`src/fifo_offset_consts.svh`:
```
// offset programming constants: register widths, sequence lengths, reset values
// assumes inclusion by bare name from the design modules
`ifndef FIFO_OFFSET_CONSTS_SVH
`define FIFO_OFFSET_CONSTS_SVH

// significant bits of one threshold register, per depth variant
`define OFS_BITS_SMALL   5'd16
`define OFS_BITS_LARGE   5'd17

// register pieces per threshold for each bus width
`define PIECES_X36       3'd1
`define PIECES_X18       3'd2
`define PIECES_X9        3'd3

// pointer and serial counter start positions
`define PTR_FIRST        3'd0
`define SER_FIRST        6'h00

// threshold values in force after master reset
`define DEFAULT_EMPTY    17'h0_007f
`define DEFAULT_FULL     17'h0_007f

// clock edges from completed load to valid flag
`define VALID_EDGES      2'd2

// output register value after master or partial reset
`define DOUT_RESET       36'h0_0000_0000

`endif

```
`src/fifo_offset_pkg.sv`:
```
// shared types for the offset programming logic
// assumes fifo_offset_consts.svh is on the include path
`default_nettype none

package fifo_offset_pkg;

	// bus width selected at master reset
	typedef enum logic [1:0] {BUS_X36, BUS_X18, BUS_X9} bus_width_e;

	// offset loading method selected at master reset
	typedef enum logic {LOAD_PARALLEL, LOAD_SERIAL} load_mode_e;

	// control pins from the external controller, all active low except serial_in
	typedef struct packed {
		logic load_sel_n;
		logic write_en_n;
		logic read_en_n;
		logic serial_shift_en_n;
		logic serial_in;
	} ctrl_pins_s;

endpackage

`default_nettype wire

```
`src/fifo_flag_offset_programming.sv`:
```
// threshold register load and readback for a deep dual-port fifo
// assumes wr_edge and rd_edge are one-cycle sys_clk strobes for port clock edges,
// and that all control inputs come from logic on sys_clk
//
// Behaviour
// - load method strapped at master reset
// - sixteen or seventeen bits, rest ignored
// - serial shift empty lsb to full msb
// - serial load always covers whole bit set
// - no shift while serial enable high
// - pause shifting for memory writes, resume
// - serial load flags valid two edges later
// - x36 parallel writes alternate empty, full
// - x18 parallel takes four pieces, wraps
// - x9 parallel takes six pieces
// - separate write and read pointers
// - master reset clears both pointers
// - partial reset keeps pointer positions
// - load select high redirects to memory
// - parallel flag valid after own word
// - x36 readback alternates empty, full
// - x18 four reads, x9 six reads
// - readback pauses and resumes in place
// - readback overwrites output register
// - readback parallel only, any timing mode
// - memory writes allowed around serial load
`default_nettype none

`include "fifo_offset_consts.svh"

module fifo_flag_offset_programming #(
	parameter bit LARGE_VARIANT = 1'b1
) (
	input  wire logic                       sys_clk,
	input  wire logic                       rst,
	input  wire logic                       master_reset,
	input  wire logic                       partial_reset,
	input  wire logic                       wr_edge,
	input  wire logic                       rd_edge,
	input  wire fifo_offset_pkg::ctrl_pins_s ctrl,
	input  wire fifo_offset_pkg::bus_width_e in_width,
	input  wire fifo_offset_pkg::bus_width_e out_width,
	input  wire logic [35:0]                data_in_bus,
	output var  logic [35:0]                data_out_bus,
	output logic                            mem_write,
	output logic                            mem_read,
	output var  fifo_offset_pkg::load_mode_e load_mode,
	output var  logic [16:0]                almost_empty_threshold,
	output var  logic [16:0]                almost_full_threshold,
	output logic                            almost_empty_valid,
	output logic                            almost_full_valid
);

	localparam logic [4:0] OFS_BITS = LARGE_VARIANT ? `OFS_BITS_LARGE : `OFS_BITS_SMALL;
	localparam logic [5:0] SER_LAST = {OFS_BITS, 1'b0} - 6'd1;

	// pieces that make up one threshold at the given bus width
	function automatic logic [2:0] pieces_per(input fifo_offset_pkg::bus_width_e w);
		case (w)
			fifo_offset_pkg::BUS_X36: pieces_per = `PIECES_X36;
			fifo_offset_pkg::BUS_X18: pieces_per = `PIECES_X18;
			default:                  pieces_per = `PIECES_X9;
		endcase
	endfunction

	// pointer to {threshold select, piece within threshold}
	function automatic logic [2:0] decode_ptr(input logic [2:0] p,
		input fifo_offset_pkg::bus_width_e w);
		logic [2:0] n;
		logic       sel;
		n   = pieces_per(w);
		sel = (p >= n);
		decode_ptr = {sel, 2'(p - (sel ? n : 3'd0))};
	endfunction

	// next pointer position, wrapping after the full threshold's last piece
	function automatic logic [2:0] advance_ptr(input logic [2:0] p,
		input fifo_offset_pkg::bus_width_e w);
		logic [2:0] len;
		len = 3'({pieces_per(w), 1'b0});
		advance_ptr = (p + 3'd1 == len) ? `PTR_FIRST : 3'(p + 3'd1);
	endfunction

	// true when the decoded piece is the last one of its threshold
	function automatic logic last_piece(input logic [1:0] piece,
		input fifo_offset_pkg::bus_width_e w);
		last_piece = ({1'b0, piece} == pieces_per(w) - 3'd1);
	endfunction

	// merge one bus piece into a threshold; x18 pieces are 16 bits, x9 pieces 8, the last piece only the top bit
	function automatic logic [16:0] merge_piece(input logic [16:0] old,
		input logic [35:0] d, input fifo_offset_pkg::bus_width_e w, input logic [1:0] piece);
		logic [16:0] v;
		v = old;
		case (w)
			fifo_offset_pkg::BUS_X36: v = d[16:0];
			fifo_offset_pkg::BUS_X18:
				if (piece == 2'd0)
					v = {old[16], d[15:0]};
				else
					v = {d[0], old[15:0]};
			default:
				if (piece == 2'd0)
					v = {old[16:8], d[7:0]};
				else if (piece == 2'd1)
					v = {old[16], d[7:0], old[7:0]};
				else
					v = {d[0], old[15:0]};
		endcase
		// top bit is ignored in the small variant
		if (!LARGE_VARIANT)
			v[16] = 1'b0;
		merge_piece = v;
	endfunction

	// one piece of a threshold placed in the low bits of the output bus
	function automatic logic [35:0] extract_piece(input logic [16:0] val,
		input fifo_offset_pkg::bus_width_e w, input logic [1:0] piece);
		logic [35:0] q;
		q = `DOUT_RESET;
		case (w)
			fifo_offset_pkg::BUS_X36: q[16:0] = val;
			fifo_offset_pkg::BUS_X18:
				if (piece == 2'd0)
					q[15:0] = val[15:0];
				else
					q[0] = val[16];
			default:
				if (piece == 2'd0)
					q[7:0] = val[7:0];
				else if (piece == 2'd1)
					q[7:0] = val[15:8];
				else
					q[0] = val[16];
		endcase
		extract_piece = q;
	endfunction

	fifo_offset_pkg::bus_width_e in_mode;
	fifo_offset_pkg::bus_width_e out_mode;
	logic [2:0]  wr_ptr;
	logic [2:0]  rd_ptr;
	logic [5:0]  ser_cnt;
	logic [2:0]  wr_dec;
	logic [2:0]  rd_dec;
	logic        resets_idle;
	logic        ser_shift;
	logic        par_write;
	logic        ofs_read;
	logic        ser_first;
	logic        ser_last;
	logic        empty_clear;
	logic        empty_start;
	logic        full_clear;
	logic        full_start;
	logic [35:0] read_piece;

	// operations on port clock edges; resets hold all of them off
	assign resets_idle = !master_reset && !partial_reset;
	assign ser_shift = wr_edge && resets_idle && load_mode == fifo_offset_pkg::LOAD_SERIAL
		&& !ctrl.load_sel_n && !ctrl.serial_shift_en_n;
	assign par_write = wr_edge && resets_idle && load_mode == fifo_offset_pkg::LOAD_PARALLEL
		&& !ctrl.load_sel_n && !ctrl.write_en_n;
	assign ofs_read = rd_edge && resets_idle && !ctrl.load_sel_n && !ctrl.read_en_n;

	assign mem_write = wr_edge && resets_idle && ctrl.load_sel_n && !ctrl.write_en_n;
	assign mem_read  = rd_edge && resets_idle && ctrl.load_sel_n && !ctrl.read_en_n;

	assign wr_dec     = decode_ptr(wr_ptr, in_mode);
	assign rd_dec     = decode_ptr(rd_ptr, out_mode);
	assign ser_first  = ser_shift && ser_cnt == `SER_FIRST;
	assign ser_last   = ser_shift && ser_cnt == SER_LAST;
	assign read_piece = extract_piece(rd_dec[2] ? almost_full_threshold : almost_empty_threshold,
		out_mode, rd_dec[1:0]);

	// straps are caught by a clocked process while master reset is held
	// load method strap
	always_ff @(posedge sys_clk)
	begin
		if (rst)
		begin
			load_mode <= fifo_offset_pkg::LOAD_PARALLEL;
			in_mode   <= fifo_offset_pkg::BUS_X36;
			out_mode  <= fifo_offset_pkg::BUS_X36;
		end
		else if (master_reset)
		begin
			load_mode <= ctrl.load_sel_n ? fifo_offset_pkg::LOAD_SERIAL
				: fifo_offset_pkg::LOAD_PARALLEL;
			in_mode   <= in_width;
			out_mode  <= out_width;
		end
	end

	// serial bit position; a pause simply leaves it where it stands
	// resume at next bit
	always_ff @(posedge sys_clk)
	begin
		if (rst || master_reset)
			ser_cnt <= `SER_FIRST;
		else if (ser_last)
			ser_cnt <= `SER_FIRST;
		else if (ser_shift)
			ser_cnt <= 6'(ser_cnt + 6'd1);
	end

	// parallel write pointer; partial reset is deliberately not a term here
	// independent write pointer
	always_ff @(posedge sys_clk)
	begin
		if (rst || master_reset)
			wr_ptr <= `PTR_FIRST;
		else if (par_write)
			wr_ptr <= advance_ptr(wr_ptr, in_mode);
	end

	// readback pointer, same reset treatment as the write pointer
	// resume where stopped
	always_ff @(posedge sys_clk)
	begin
		if (rst || master_reset)
			rd_ptr <= `PTR_FIRST;
		else if (ofs_read)
			rd_ptr <= advance_ptr(rd_ptr, out_mode);
	end

	// threshold registers; serial and parallel never both fire since the mode is fixed
	// whole bit set shifted
	always_ff @(posedge sys_clk)
	begin
		if (rst || master_reset)
		begin
			almost_empty_threshold <= `DEFAULT_EMPTY;
			almost_full_threshold  <= `DEFAULT_FULL;
		end
		else if (ser_shift)
		begin
			if (ser_cnt < {1'b0, OFS_BITS})
				almost_empty_threshold[ser_cnt[4:0]] <= ctrl.serial_in;
			else
				almost_full_threshold[5'(ser_cnt - {1'b0, OFS_BITS})] <= ctrl.serial_in;
		end
		else if (par_write)
		begin
			if (wr_dec[2])
				almost_full_threshold <= merge_piece(almost_full_threshold, data_in_bus,
					in_mode, wr_dec[1:0]);
			else
				almost_empty_threshold <= merge_piece(almost_empty_threshold, data_in_bus,
					in_mode, wr_dec[1:0]);
		end
	end

	// output register; a readback replaces whatever word was there
	// readback order
	always_ff @(posedge sys_clk)
	begin
		if (rst || master_reset || partial_reset)
			data_out_bus <= `DOUT_RESET;
		else if (ofs_read)
			data_out_bus <= read_piece;
	end

	// flag validity events; serial invalidates both, parallel only the touched one
	// serial flags invalid
	assign empty_clear = ser_first || (par_write && !wr_dec[2]);
	assign empty_start = ser_last || (par_write && !wr_dec[2] && last_piece(wr_dec[1:0], in_mode));
	assign full_clear  = ser_first || (par_write && wr_dec[2]);
	assign full_start  = ser_last || (par_write && wr_dec[2] && last_piece(wr_dec[1:0], in_mode));

	// almost-empty counts read edges, almost-full counts write edges
	flag_valid_tracker empty_track (
		.sys_clk    (sys_clk),
		.rst        (rst),
		.preset     (master_reset),
		.clear      (empty_clear),
		.start      (empty_start),
		.edge_pulse (rd_edge),
		.valid      (almost_empty_valid)
	);

	flag_valid_tracker full_track (
		.sys_clk    (sys_clk),
		.rst        (rst),
		.preset     (master_reset),
		.clear      (full_clear),
		.start      (full_start),
		.edge_pulse (wr_edge),
		.valid      (almost_full_valid)
	);
endmodule // fifo_flag_offset_programming

`default_nettype wire

```
`src/flag_valid_tracker.sv`:
```
// tracks validity of one programmable flag after its threshold is loaded
// assumes edge_pulse is a one-cycle strobe on sys_clk marking a port clock edge
`default_nettype none

`include "fifo_offset_consts.svh"

module flag_valid_tracker (
	input  wire logic sys_clk,
	input  wire logic rst,
	input  wire logic preset,
	input  wire logic clear,
	input  wire logic start,
	input  wire logic edge_pulse,
	output var  logic valid
);

	logic       armed;
	logic [1:0] edge_cnt;

	// start wins over clear so the last load piece always arms the count;
	// the edge that loads the piece is not one of the counted edges
	always_ff @(posedge sys_clk)
	begin
		if (rst || preset)
		begin
			valid    <= 1'b1;
			armed    <= 1'b0;
			edge_cnt <= 2'd0;
		end
		else if (start)
		begin
			valid    <= 1'b0;
			armed    <= 1'b1;
			edge_cnt <= 2'd0;
		end
		else if (clear)
		begin
			valid    <= 1'b0;
			armed    <= 1'b0;
			edge_cnt <= 2'd0;
		end
		else if (armed && edge_pulse)
		begin
			if (edge_cnt == `VALID_EDGES - 2'd1)
			begin
				valid    <= 1'b1;
				armed    <= 1'b0;
				edge_cnt <= 2'd0;
			end
			else
				edge_cnt <= 2'(edge_cnt + 2'd1);
		end
	end

endmodule // flag_valid_tracker

`default_nettype wire

```
`config.mk`:
```
export PLATFORM = sky130hd
export DESIGN_NAME = fifo_flag_offset_programming
export DESIGN_NICKNAME = d
export VERILOG_FILES = /design/src/fifo_offset_pkg.sv /design/src/fifo_flag_offset_programming.sv /design/src/flag_valid_tracker.sv
export VERILOG_INCLUDE_DIRS = /design/src
export SDC_FILE = /design/constraint.sdc
export NUM_CORES = 1
export LEC_CHECK = 0
export BUFFER_PORTS_ARGS = -buffer_cell sky130_fd_sc_hd__clkbuf_2
export CAP_MARGIN = 20
export CORE_MARGIN = 2
export CORE_UTILIZATION = 50
export CTS_BUF_LIST = sky130_fd_sc_hd__clkbuf_8
export CTS_CLUSTER_DIAMETER = 50
export DETAILED_ROUTE_END_ITERATION = 6
export GPL_TIMING_DRIVEN = 1
export PLACE_DENSITY = 0.82
export SETUP_SLACK_MARGIN = 0.1
export SKIP_LAST_GASP = 1
export SLEW_MARGIN = 25
export SYNTH_ARGS = -nofsm -noshare
export SYNTH_HDL_FRONTEND = slang
export SYNTH_SLANG_ARGS = --single-unit
```
`constraint.sdc`:
```
create_clock -name sys_clk -period 3.8 [get_ports sys_clk]
set_clock_uncertainty 0.05 [all_clocks]
set_input_delay 0.19 -clock sys_clk [delete_from_list [all_inputs] [get_ports sys_clk]]
set_output_delay 0.19 -clock sys_clk [all_outputs]
set_load 0.05 [all_outputs]
```
Yosys cells after proc, flatten, opt, wreduce, memory -nomap -nowiden
Cells that the tools add are included.
- magnitude comparators: 7
- reductions and logical operators: 62
- add/sub/neg operators: 9
- bitwise operators: 1
- equal/unequal tests: 18
- multiplexer cells: 56
- operator list (operator ; number):
    2-to-1 mux 17 bit ; 12
    bitwise mux 17 bit ; 2
    case mux 17 bit (2 select lines) ; 1
    case mux 8 bit (2 select lines) ; 2
    logical AND 1 bit ; 25
    AND reduction 6 bit ; 4
    2-to-1 mux 1 bit ; 22
    2-to-1 mux 2 bit ; 8
    2-to-1 mux 15 bit ; 1
    nonzero test 3 bit ; 5
    == test 2 x 1 -> 1 bit, second input constant ; 6
    less-than comparator 5 x 6 -> 1 bit, second input constant ; 2
    demux 1 bit (select 5 bit) ; 2
    >= comparator 5 x 1 -> 1 bit, second input constant ; 2
    AND reduction 5 bit ; 2
    logical NOT 2 bit ; 4
    2-to-1 mux 8 bit ; 1
    != test 4 x 2 -> 1 bit, second input constant ; 2
    case mux 2 bit (2 select lines) ; 2
    logical NOT 1 bit ; 7
    2-to-1 mux 7 bit ; 1
    adder 3 x 1 -> 3 bit, second input constant ; 2
    adder 6 x 1 -> 6 bit, second input constant ; 1
    == test 3 bit ; 2
    other kinds (21) ; 35
- input bits: 51
- logic and storage cells: 172
- register bits: 76
- output and inout bits: 75

Logic depth before layout (Yosys ltp)
Gate-level depths: netlist (run 1).
- word-level depth: 12
- mapped depth: 16
- depth with buffers taken out: 14

By module
From an unflattened synthesis (run 1), not the netlist that was laid out.
- cells, all modules: 677
- area total of the unflattened synthesis: 5278.8 µm²
- modules (own cells, without submodules) (module ; cells an instance ; sequential area each (µm²) ; area an instance (µm²) ; instances):
    fifo_flag_offset_programming ; 643 ; 1361.3 ; 4923.5 ; 1
    flag_valid_tracker ; 17 ; 80.1 ; 177.7 ; 2

Worst setup path after synthesis (run 1)
Ideal clock, no wire load.
- path kind: reg-to-reg
- start: reg in_mode[1]
- end: reg almost_full_threshold[14]
- setup slack: -0.276 ns
- arrival time: 3.910 ns
- period minus slack after synthesis: 4.076 ns
- data required time: 3.634 ns
- cell stages (with the launch flop): 16
- path buffers: 3
- library setup time: 0.116 ns
- path through: dfxtp_1 > or2_2 > buf_2 > inv_1 > ha_1 > a211oi_2 > clkbuf_1 > nor2_1 > ha_1 > buf_1 > and2_1 > mux2i_1 > a2111oi_4 > a22o_1 > or4_1 > o211a_1
- cells in the longest elaborated chain, start to end: 8
- elaborated cells between the ends (all ways): 17
- those cells by class: 1 x add/sub; 1 x order compare; 4 x eq/ne; 6 x mux; 5 x reduce/logical
- ends and longest elaborated chain (element ; line ; text):
    start: declaration ; fifo_flag_offset_programming.sv:139 ; fifo_offset_pkg::bus_width_e in_mode;
    start signal: assignment ; fifo_flag_offset_programming.sv:183 ; in_mode <= fifo_offset_pkg::BUS_X36;
    start signal: assignment ; fifo_flag_offset_programming.sv:190 ; in_mode <= in_width;
    == test 2 x 1 -> 1 bit or logical NOT 2 bit (tied branches) ; fifo_flag_offset_programming.sv:59, fifo_flag_offset_programming.sv:95 ;
    case mux 2 bit (2 select lines) ; fifo_flag_offset_programming.sv:59 ; case (w)
    >= comparator 3 x 2 -> 1 bit ; fifo_flag_offset_programming.sv:72 ; sel = (p >= n);
    2-to-1 mux 2 bit ; fifo_flag_offset_programming.sv:73 ; decode_ptr = {sel, 2'(p - (sel ? n : 3'd0))};
    subtractor 2 bit ; fifo_flag_offset_programming.sv:73 ;
    logical NOT 2 bit or == test 2 x 1 -> 1 bit (tied branches) ; fifo_flag_offset_programming.sv:98, fifo_flag_offset_programming.sv:103, fifo_flag_offset_programming.sv:105 ;
    != test 4 x 2 -> 1 bit (no line), or another cell as far along ; n/a ;
    AND reduction 6 bit (no line) ; n/a ;
    end signal: assignment ; fifo_flag_offset_programming.sv:234 ; almost_full_threshold <= `DEFAULT_FULL;
    end signal: indexed assignment ; fifo_flag_offset_programming.sv:241 ; almost_full_threshold[5'(ser_cnt - {1'b0, OFS_BITS})] <= ctrl.serial_in;
    end signal: assignment ; fifo_flag_offset_programming.sv:246 ; almost_full_threshold <= merge_piece(almost_full_threshold, data_in_bus,
    end: declaration ; fifo_flag_offset_programming.sv:49 ; output var logic [16:0] almost_full_threshold,
Several ways; a longest one is shown, not always the timed one. The select of a mux whose other input is x is not followed.
A chain may end at the register's enable or synchronous reset.

Worst setup path after layout (run 1)
- start: reg in_mode[0]
- end: reg almost_full_threshold[14]
Same word-level chain as after synthesis.

==> impl_metrics.toml, run 1 <==
[run_status]
status = "finished clean"

[power]
p_int_w = 0.00117
power.combinational.fraction = 0.189
power.static_leakage_nw = 2.33
switching_power_summed_over_all_nets_w = 0.000565
pwr-share-clk = 0.344
p_per_area_nw_per_um2 = 306
seqPwrFrac = 0.467
power_switching_share = 0.325
peakVddDrop_mv = 0.124

[critical_path]
cp_data_required_time_ps = 4020
crit_arrival_ps = 3720
peak_per_stage_delay_on_the_critical_path_ps = 510
worst_path_max_fanout = 9
worst-setup-path-type = "flip-flop to flip-flop"
slowest_stage = "sky130_fd_sc_hd__or4_1"
crit_chain = "nor2b_4 > inv_1 > ha_1 > nand2b_1 > a211oi_4 > nor2_1 > ha_2 > xor2_2 > and2_1 > mux2i_2 > a2111oi_4 > buf_4 > a22o_1 > or4_1 > o211a_1"
cp_top_family = "simple AND/OR/NAND/NOR gates"
buffers_inverters_on_critical_path = 2
element_type_at_the_critical_path_start = "flip-flop"
worstSetupEndpointType = "flip-flop"

[clock_network]
clock_tree_from_tritoncts = "yes"
postCtsSetupRepairBufs = 0
htreeDepth = 3
cts_root_buf = "sky130_fd_sc_hd__clkbuf_8"
clk_transition_reported_paths_ps = 90
clock_sink_count = 76
cts-buffers-inserted = 9
ctsLongestPathBuffers = 2
clock_insertion_delay_worst_skew_ps = 360

[floorplanning]
full_die_area_sq_um = 10700
pin_count = 126
core_area_sq_um = 9680
initial_core_util = 0.509
core.rowCount = 36
die_h_um = 103
floorplan.die.width_um = 103

[synthesis]
post_synth_main_area_contributors = "sky130_fd_sc_hd__dfxtp_1 31%, sky130_fd_sc_hd__a21oi_1 6.8%, sky130_fd_sc_hd__nor2_1 5.4%"
synth-compound-area-share = 0.253
synthDominantCellAreaShare = 0.309
synth_top_family_by_area = "compound AO/OA/AOI/OAI gates"
yosys.area_share.xor_xnor = 0.0338
post_synth_simple_gate_area = 0.241
yosysUniqueCellTypes = 65
async_flop_share = 0
yosys-mux-area-fraction = 0.0531
synth_warn = 0
synth_area_per_cell_sq_um = 7.75
synth_enable_flop_cells = 0
synthDominantAreaCellType = "sky130_fd_sc_hd__dfxtp_1"
dominantRegCellSynth = "sky130_fd_sc_hd__dfxtp_1"
synth.ff_latch_count = 76
synthesized_netlist_cell_count = 636
synth-adder-area-share = 0.0381
synth.cell_area_sq_um = 4930
seq_area_frac_synth = 0.309

[route]
drt_pass1_iterations = 6
via_count = 5213
route.detailed.vias_per_inst = 6.14
drt_wl_cell_um = 18.1
ant_nets = 0
drt-initial-drc-count = 577
remaining_drc_errors = 0
drt-total-wl_um = 15300

[global_route]
grt_pass1_vias = 4730
globalRouteMet1Util = 0.391
global_route_met2_usage = 0.448
total_grt_usage = 0.287
global_route_wire_length_before_repair_um = 23700
globalRoute.busiestLayer = "met2"
grt_util_met3 = 0.0491
antenna_violations_before_repair = 0
overflow = 0
grt_max_degree = 43

[layout]
num-nets-final = 777
post_route_cells_drive_above_1_share = 0.211
area_growth_pct = 15.1
postLayoutCellArea_sq_um = 5670
antenna_cells = 0

[sta]
setup_ws_ps = 302
hold_violations = 0
finalSetupViolCount = 0
timing.max_slew.rel_slack = 0.259
timing.setup.tns_ps = 0
rsz_0062_raised_after_global_routing = "false"
timing_max_transition_violations_final = 0
post-route-period-util = 0.921
maximum_frequency_from_static_timing_analysis_ghz = 0.286
worst_slew_pin_slew_ps = 1110
period_minus_slack_ps = 3500

[min_path]
worst_hold_path_type = "input pin to flip-flop"

[job]
cap_viol_max_count = 0

[placement]
port_buffers = 87
dpl-instance-area_sq_um = 5480
dp_slack_ps = 232
finalWeightedCongestion = 0.959
hpwl_um = 11000
## kinds of logic after synthesis
kind of cell	Yosys count
XOR/XNOR	19
buffers and inverters	71
flip-flops	76
AO/OA/AOI/OAI	190
AND/OR/NAND/NOR	238
other	1
multiplexers	26
adder cells (fa/ha/maj)	15
## registers in the layout, summed over array words and instances (netlist names), 3 cells and up
name and count:
almost_empty_threshold 17, wr_ptr 3, ser_cnt 6, rd_ptr 3, data_out_bus 17, almost_full_threshold 17
## synth_stat cells, types with 15 or more instances
cell and n:
sky130_fd_sc_hd__a211oi_1 15, sky130_fd_sc_hd__a21oi_1 67, sky130_fd_sc_hd__buf_4 19, sky130_fd_sc_hd__clkbuf_1 29, sky130_fd_sc_hd__dfxtp_1 76, sky130_fd_sc_hd__ha_1 15, sky130_fd_sc_hd__mux2i_1 25, sky130_fd_sc_hd__nand2_1 53
sky130_fd_sc_hd__nand3_1 22, sky130_fd_sc_hd__nor2_1 71, sky130_fd_sc_hd__nor3_1 27, sky130_fd_sc_hd__o21ai_0 29
## what timing repair did
| item | CTS | global route |
|---|---|---|
| resized for setup | 0 | 4 |
| hold buffers | 0 | 0 |
| setup endpoints to repair | 0 | 4 |
## path summary, 6_finish.rpt
| path | start | end | slack, ps | cells past startpoint |
|---|---|---|---|---|
| setup / recovery | in_mode[0] | almost_full_threshold[14] | 300 | 15 |
| hold / removal | out_width[0] | out_mode[0] | 20 | 3 |
| setup reg to reg | in_mode[0] | almost_full_threshold[14] | 300 | 15 |
| hold reg to reg | full_track.edge_cnt[1] | full_track.edge_cnt[1] | 390 | 2 |
## placed cells by master (no fill, tap or decap), types with 5 or more instances in the layout
cell	n
sky130_fd_sc_hd__clkbuf_2	87
sky130_fd_sc_hd__dfxtp_1	74
sky130_fd_sc_hd__nor2_1	71
sky130_fd_sc_hd__a21oi_1	67
sky130_fd_sc_hd__nand2_1	53
sky130_fd_sc_hd__o21ai_0	29
sky130_fd_sc_hd__nor3_1	27
sky130_fd_sc_hd__mux2i_1	24
sky130_fd_sc_hd__nand3_1	22
sky130_fd_sc_hd__conb_1	19
sky130_fd_sc_hd__buf_4	17
sky130_fd_sc_hd__a211oi_1	14
sky130_fd_sc_hd__ha_1	13
sky130_fd_sc_hd__inv_1	12
sky130_fd_sc_hd__a31oi_1	12
sky130_fd_sc_hd__a21o_1	11
sky130_fd_sc_hd__clkbuf_8	10
sky130_fd_sc_hd__nor2b_1	9
sky130_fd_sc_hd__xnor2_1	9
sky130_fd_sc_hd__xor2_1	8
sky130_fd_sc_hd__a2bb2oi_1	8
sky130_fd_sc_hd__and2_1	7
sky130_fd_sc_hd__o221ai_1	7
sky130_fd_sc_hd__nand4_1	6
sky130_fd_sc_hd__nand2b_1	5
sky130_fd_sc_hd__and3_1	5
sky130_fd_sc_hd__a22o_1	5
sky130_fd_sc_hd__a221oi_1	5
## routing by layer
metal,up-vias,part of all wire
li1,2427,-
met1,2455,0.42
met2,286,0.46
met3,45,0.096
met4,0,0.024
met5,-,0
## power groups by stage
stage	logic [W]	registers, W	clock network (W)
after floorplan	0.000243	0.000837	0
after global placement	0.000313	0.000829	0
after detailed placement	0.000321	0.000829	0
after CTS	0.000322	0.000811	0.000603
after global routing	0.000351	0.000813	0.000641
final	0.000329	0.000812	0.000597
## final cells by class
type	count	area, sq um
sequential	76	1520
clock inverter	6	46.3
inverter	13	51.3
timing repair buffer	104	563
clock buffer	10	138
multi-input combinational	507	3190
fill	863	4010
tap	133	166
## stage by stage
step            util  cells  hold WS [ps]  power [W]
3_5_place_dp   0.566    833           384    0.00115
3_3_place_gp   0.566    833           367    0.00114
5_1_grt        0.586    849          45.1    0.00181
6_report       0.586    849          22.7    0.00174
2_1_floorplan      -    654           287    0.00108
4_1_cts        0.585    849          16.4    0.00173
## worst min-delay path, stage by stage
cell	delay (ps)
sky130_fd_sc_hd__clkbuf_2	70
sky130_fd_sc_hd__mux2i_1	60
sky130_fd_sc_hd__nor2_1	70
(Power assumes the default switching activity.)
==> run 2, diff against run 1 <==
Settings changed: PLACE_DENSITY 0.82 to unset, PLACE_DENSITY_LB_ADDON set to 0.25.
==> impl_metrics.toml, run 2 (same netlist as run 1, synthesis figures left out) <==
[sta]
timing.max_slew.rel_slack = 0.321
rsz_0062_raised_after_global_routing = "false"
finalSetupViolCount = 0
setup_ws_ps = 193
period_minus_slack_ps = 3610
post-route-period-util = 0.949
timing.setup.tns_ps = 0
worst_slew_pin_slew_ps = 1010
timing_max_transition_violations_final = 0
maximum_frequency_from_static_timing_analysis_ghz = 0.277
hold_violations = 0

[floorplanning]
pin_count = 126
full_die_area_sq_um = 10700
core.rowCount = 36
die_h_um = 103
initial_core_util = 0.509
core_area_sq_um = 9680
floorplan.die.width_um = 103

[layout]
area_growth_pct = 15.2
num-nets-final = 777
antenna_cells = 0
final_core_utilization = 0.586
post_route_cells_drive_above_1_share = 0.211
multi_input_comb_area_sq_um = 3190
filler_cell_count = 873
leading_cell_types_in_the_layout_fill_and_taps_excluded = "87 x sky130_fd_sc_hd__clkbuf_2, 74 x sky130_fd_sc_hd__dfxtp_1, 71 x sky130_fd_sc_hd__nor2_1"
area.sequential_sq_um = 1520
reg.largest.list = "almost_empty_threshold x17, almost_full_threshold x17, data_out_bus x17"
mostFrequentLayoutCell = "sky130_fd_sc_hd__clkbuf_2"

[critical_path]
worstSetupEndpointType = "flip-flop"
cp_data_required_time_ps = 4040
crit_arrival_ps = 3850
worst_path_max_fanout = 9
element_type_at_the_critical_path_start = "flip-flop"
worst-setup-path-type = "flip-flop to flip-flop"

[job]
cap_viol_max_count = 0

[clock_network]
htreeDepth = 3
clock_sink_count = 76
clock_tree_from_tritoncts = "yes"
ctsLongestPathBuffers = 2
cts-buffers-inserted = 9
clock_insertion_delay_worst_skew_ps = 360
clk_transition_reported_paths_ps = 90
cts_hold_buffers = 0
cts_root_buf = "sky130_fd_sc_hd__clkbuf_8"

[placement]
hpwl_um = 10800
dp_slack_ps = 126
port_buffers = 87
finalWeightedCongestion = 0.962

[route]
drt_wl_cell_um = 17.7
drt-initial-drc-count = 510
drt-total-wl_um = 15000
drt_pass1_iterations = 7
route.detailed.vias_per_inst = 6.07
remaining_drc_errors = 0
via_count = 5155
ant_nets = 0

[min_path]
worst_hold_path_type = "input pin to flip-flop"

[power]
post-layout-total-power_w = 0.00171
peakVddDrop_mv = 0.142
power.static_leakage_nw = 2.33
p_per_area_nw_per_um2 = 302

[global_route]
overflow = 0
global_route_wire_length_before_repair_um = 23400
grt_pass1_vias = 4693
total_grt_usage = 0.284
grt_max_degree = 37
antenna_violations_before_repair = 0

[run_status]
status = "finished clean"
[run 2: cell type report]
cell class,count,share of cell area
clock buffers,10,0.0243
clock inverters,6,0.00728
inverters,13,0.00904
multi-input cells,507,0.562
flip-flops and latches,76,0.269
well taps,133,0.0293
repair buffers,104,0.0992
[run 2: per-layer routing]
layer | track usage | vias to the layer above | part of all wire
met5 | 0 | - | 0
met4 | 0.139 | 0 | 0.032
met3 | 0.0444 | 45 | 0.085
met2 | 0.451 | 292 | 0.46
met1 | 0.377 | 2391 | 0.43
li1 | - | 2427 | -
[run 2: critical path: stages, from the launching register on]
cell	delay [ps]
sky130_fd_sc_hd__dfxtp_2	380
sky130_fd_sc_hd__or2_2	400
sky130_fd_sc_hd__inv_4	130
sky130_fd_sc_hd__ha_4	210
sky130_fd_sc_hd__a211oi_4	240
sky130_fd_sc_hd__nor2_1	70
sky130_fd_sc_hd__ha_2	210
sky130_fd_sc_hd__xnor2_2	140
sky130_fd_sc_hd__buf_4	160
sky130_fd_sc_hd__or3_1	370
sky130_fd_sc_hd__a21oi_2	510
sky130_fd_sc_hd__a22oi_1	210
sky130_fd_sc_hd__a211o_1	310
sky130_fd_sc_hd__a21oi_1	140
[run 2: what timing repair did]
item | 4_1_cts | 5_1_grt
setup buffers | 0 | 1
endpoints found under the setup margin | 0 | 15
gates resized for setup | 0 | 4
[run 2: metrics by stage]
step	instances	hold slack, ps	instance area [sq um]
6_report	849	22.1	5680
5_1_grt	849	42.4	5680
4_1_cts	848	10.6	5650
3_5_place_dp	832	370	5470
3_3_place_gp	832	368	5470
2_1_floorplan	654	287	5060
[run 2: power breakdown]
part / internal (W) / switching (W)
Sequential: 0.000802 / 0.00000884
Clock: 0.000254 / 0.000322
Combinational: 0.000109 / 0.000219
Total: 0.00116 / 0.000550
[run 2: path summary, 6_finish.rpt]
kind / startpoint / endpoint / slack [ps] / cells past startpoint
setup / recovery: in_mode[1] / almost_full_threshold[13] / 190 / 13
hold / removal: in_width[1] / in_mode[1] / 20 / 3
setup reg to reg: in_mode[1] / almost_full_threshold[13] / 190 / 13
hold reg to reg: full_track.edge_cnt[1] / full_track.edge_cnt[1] / 380 / 2
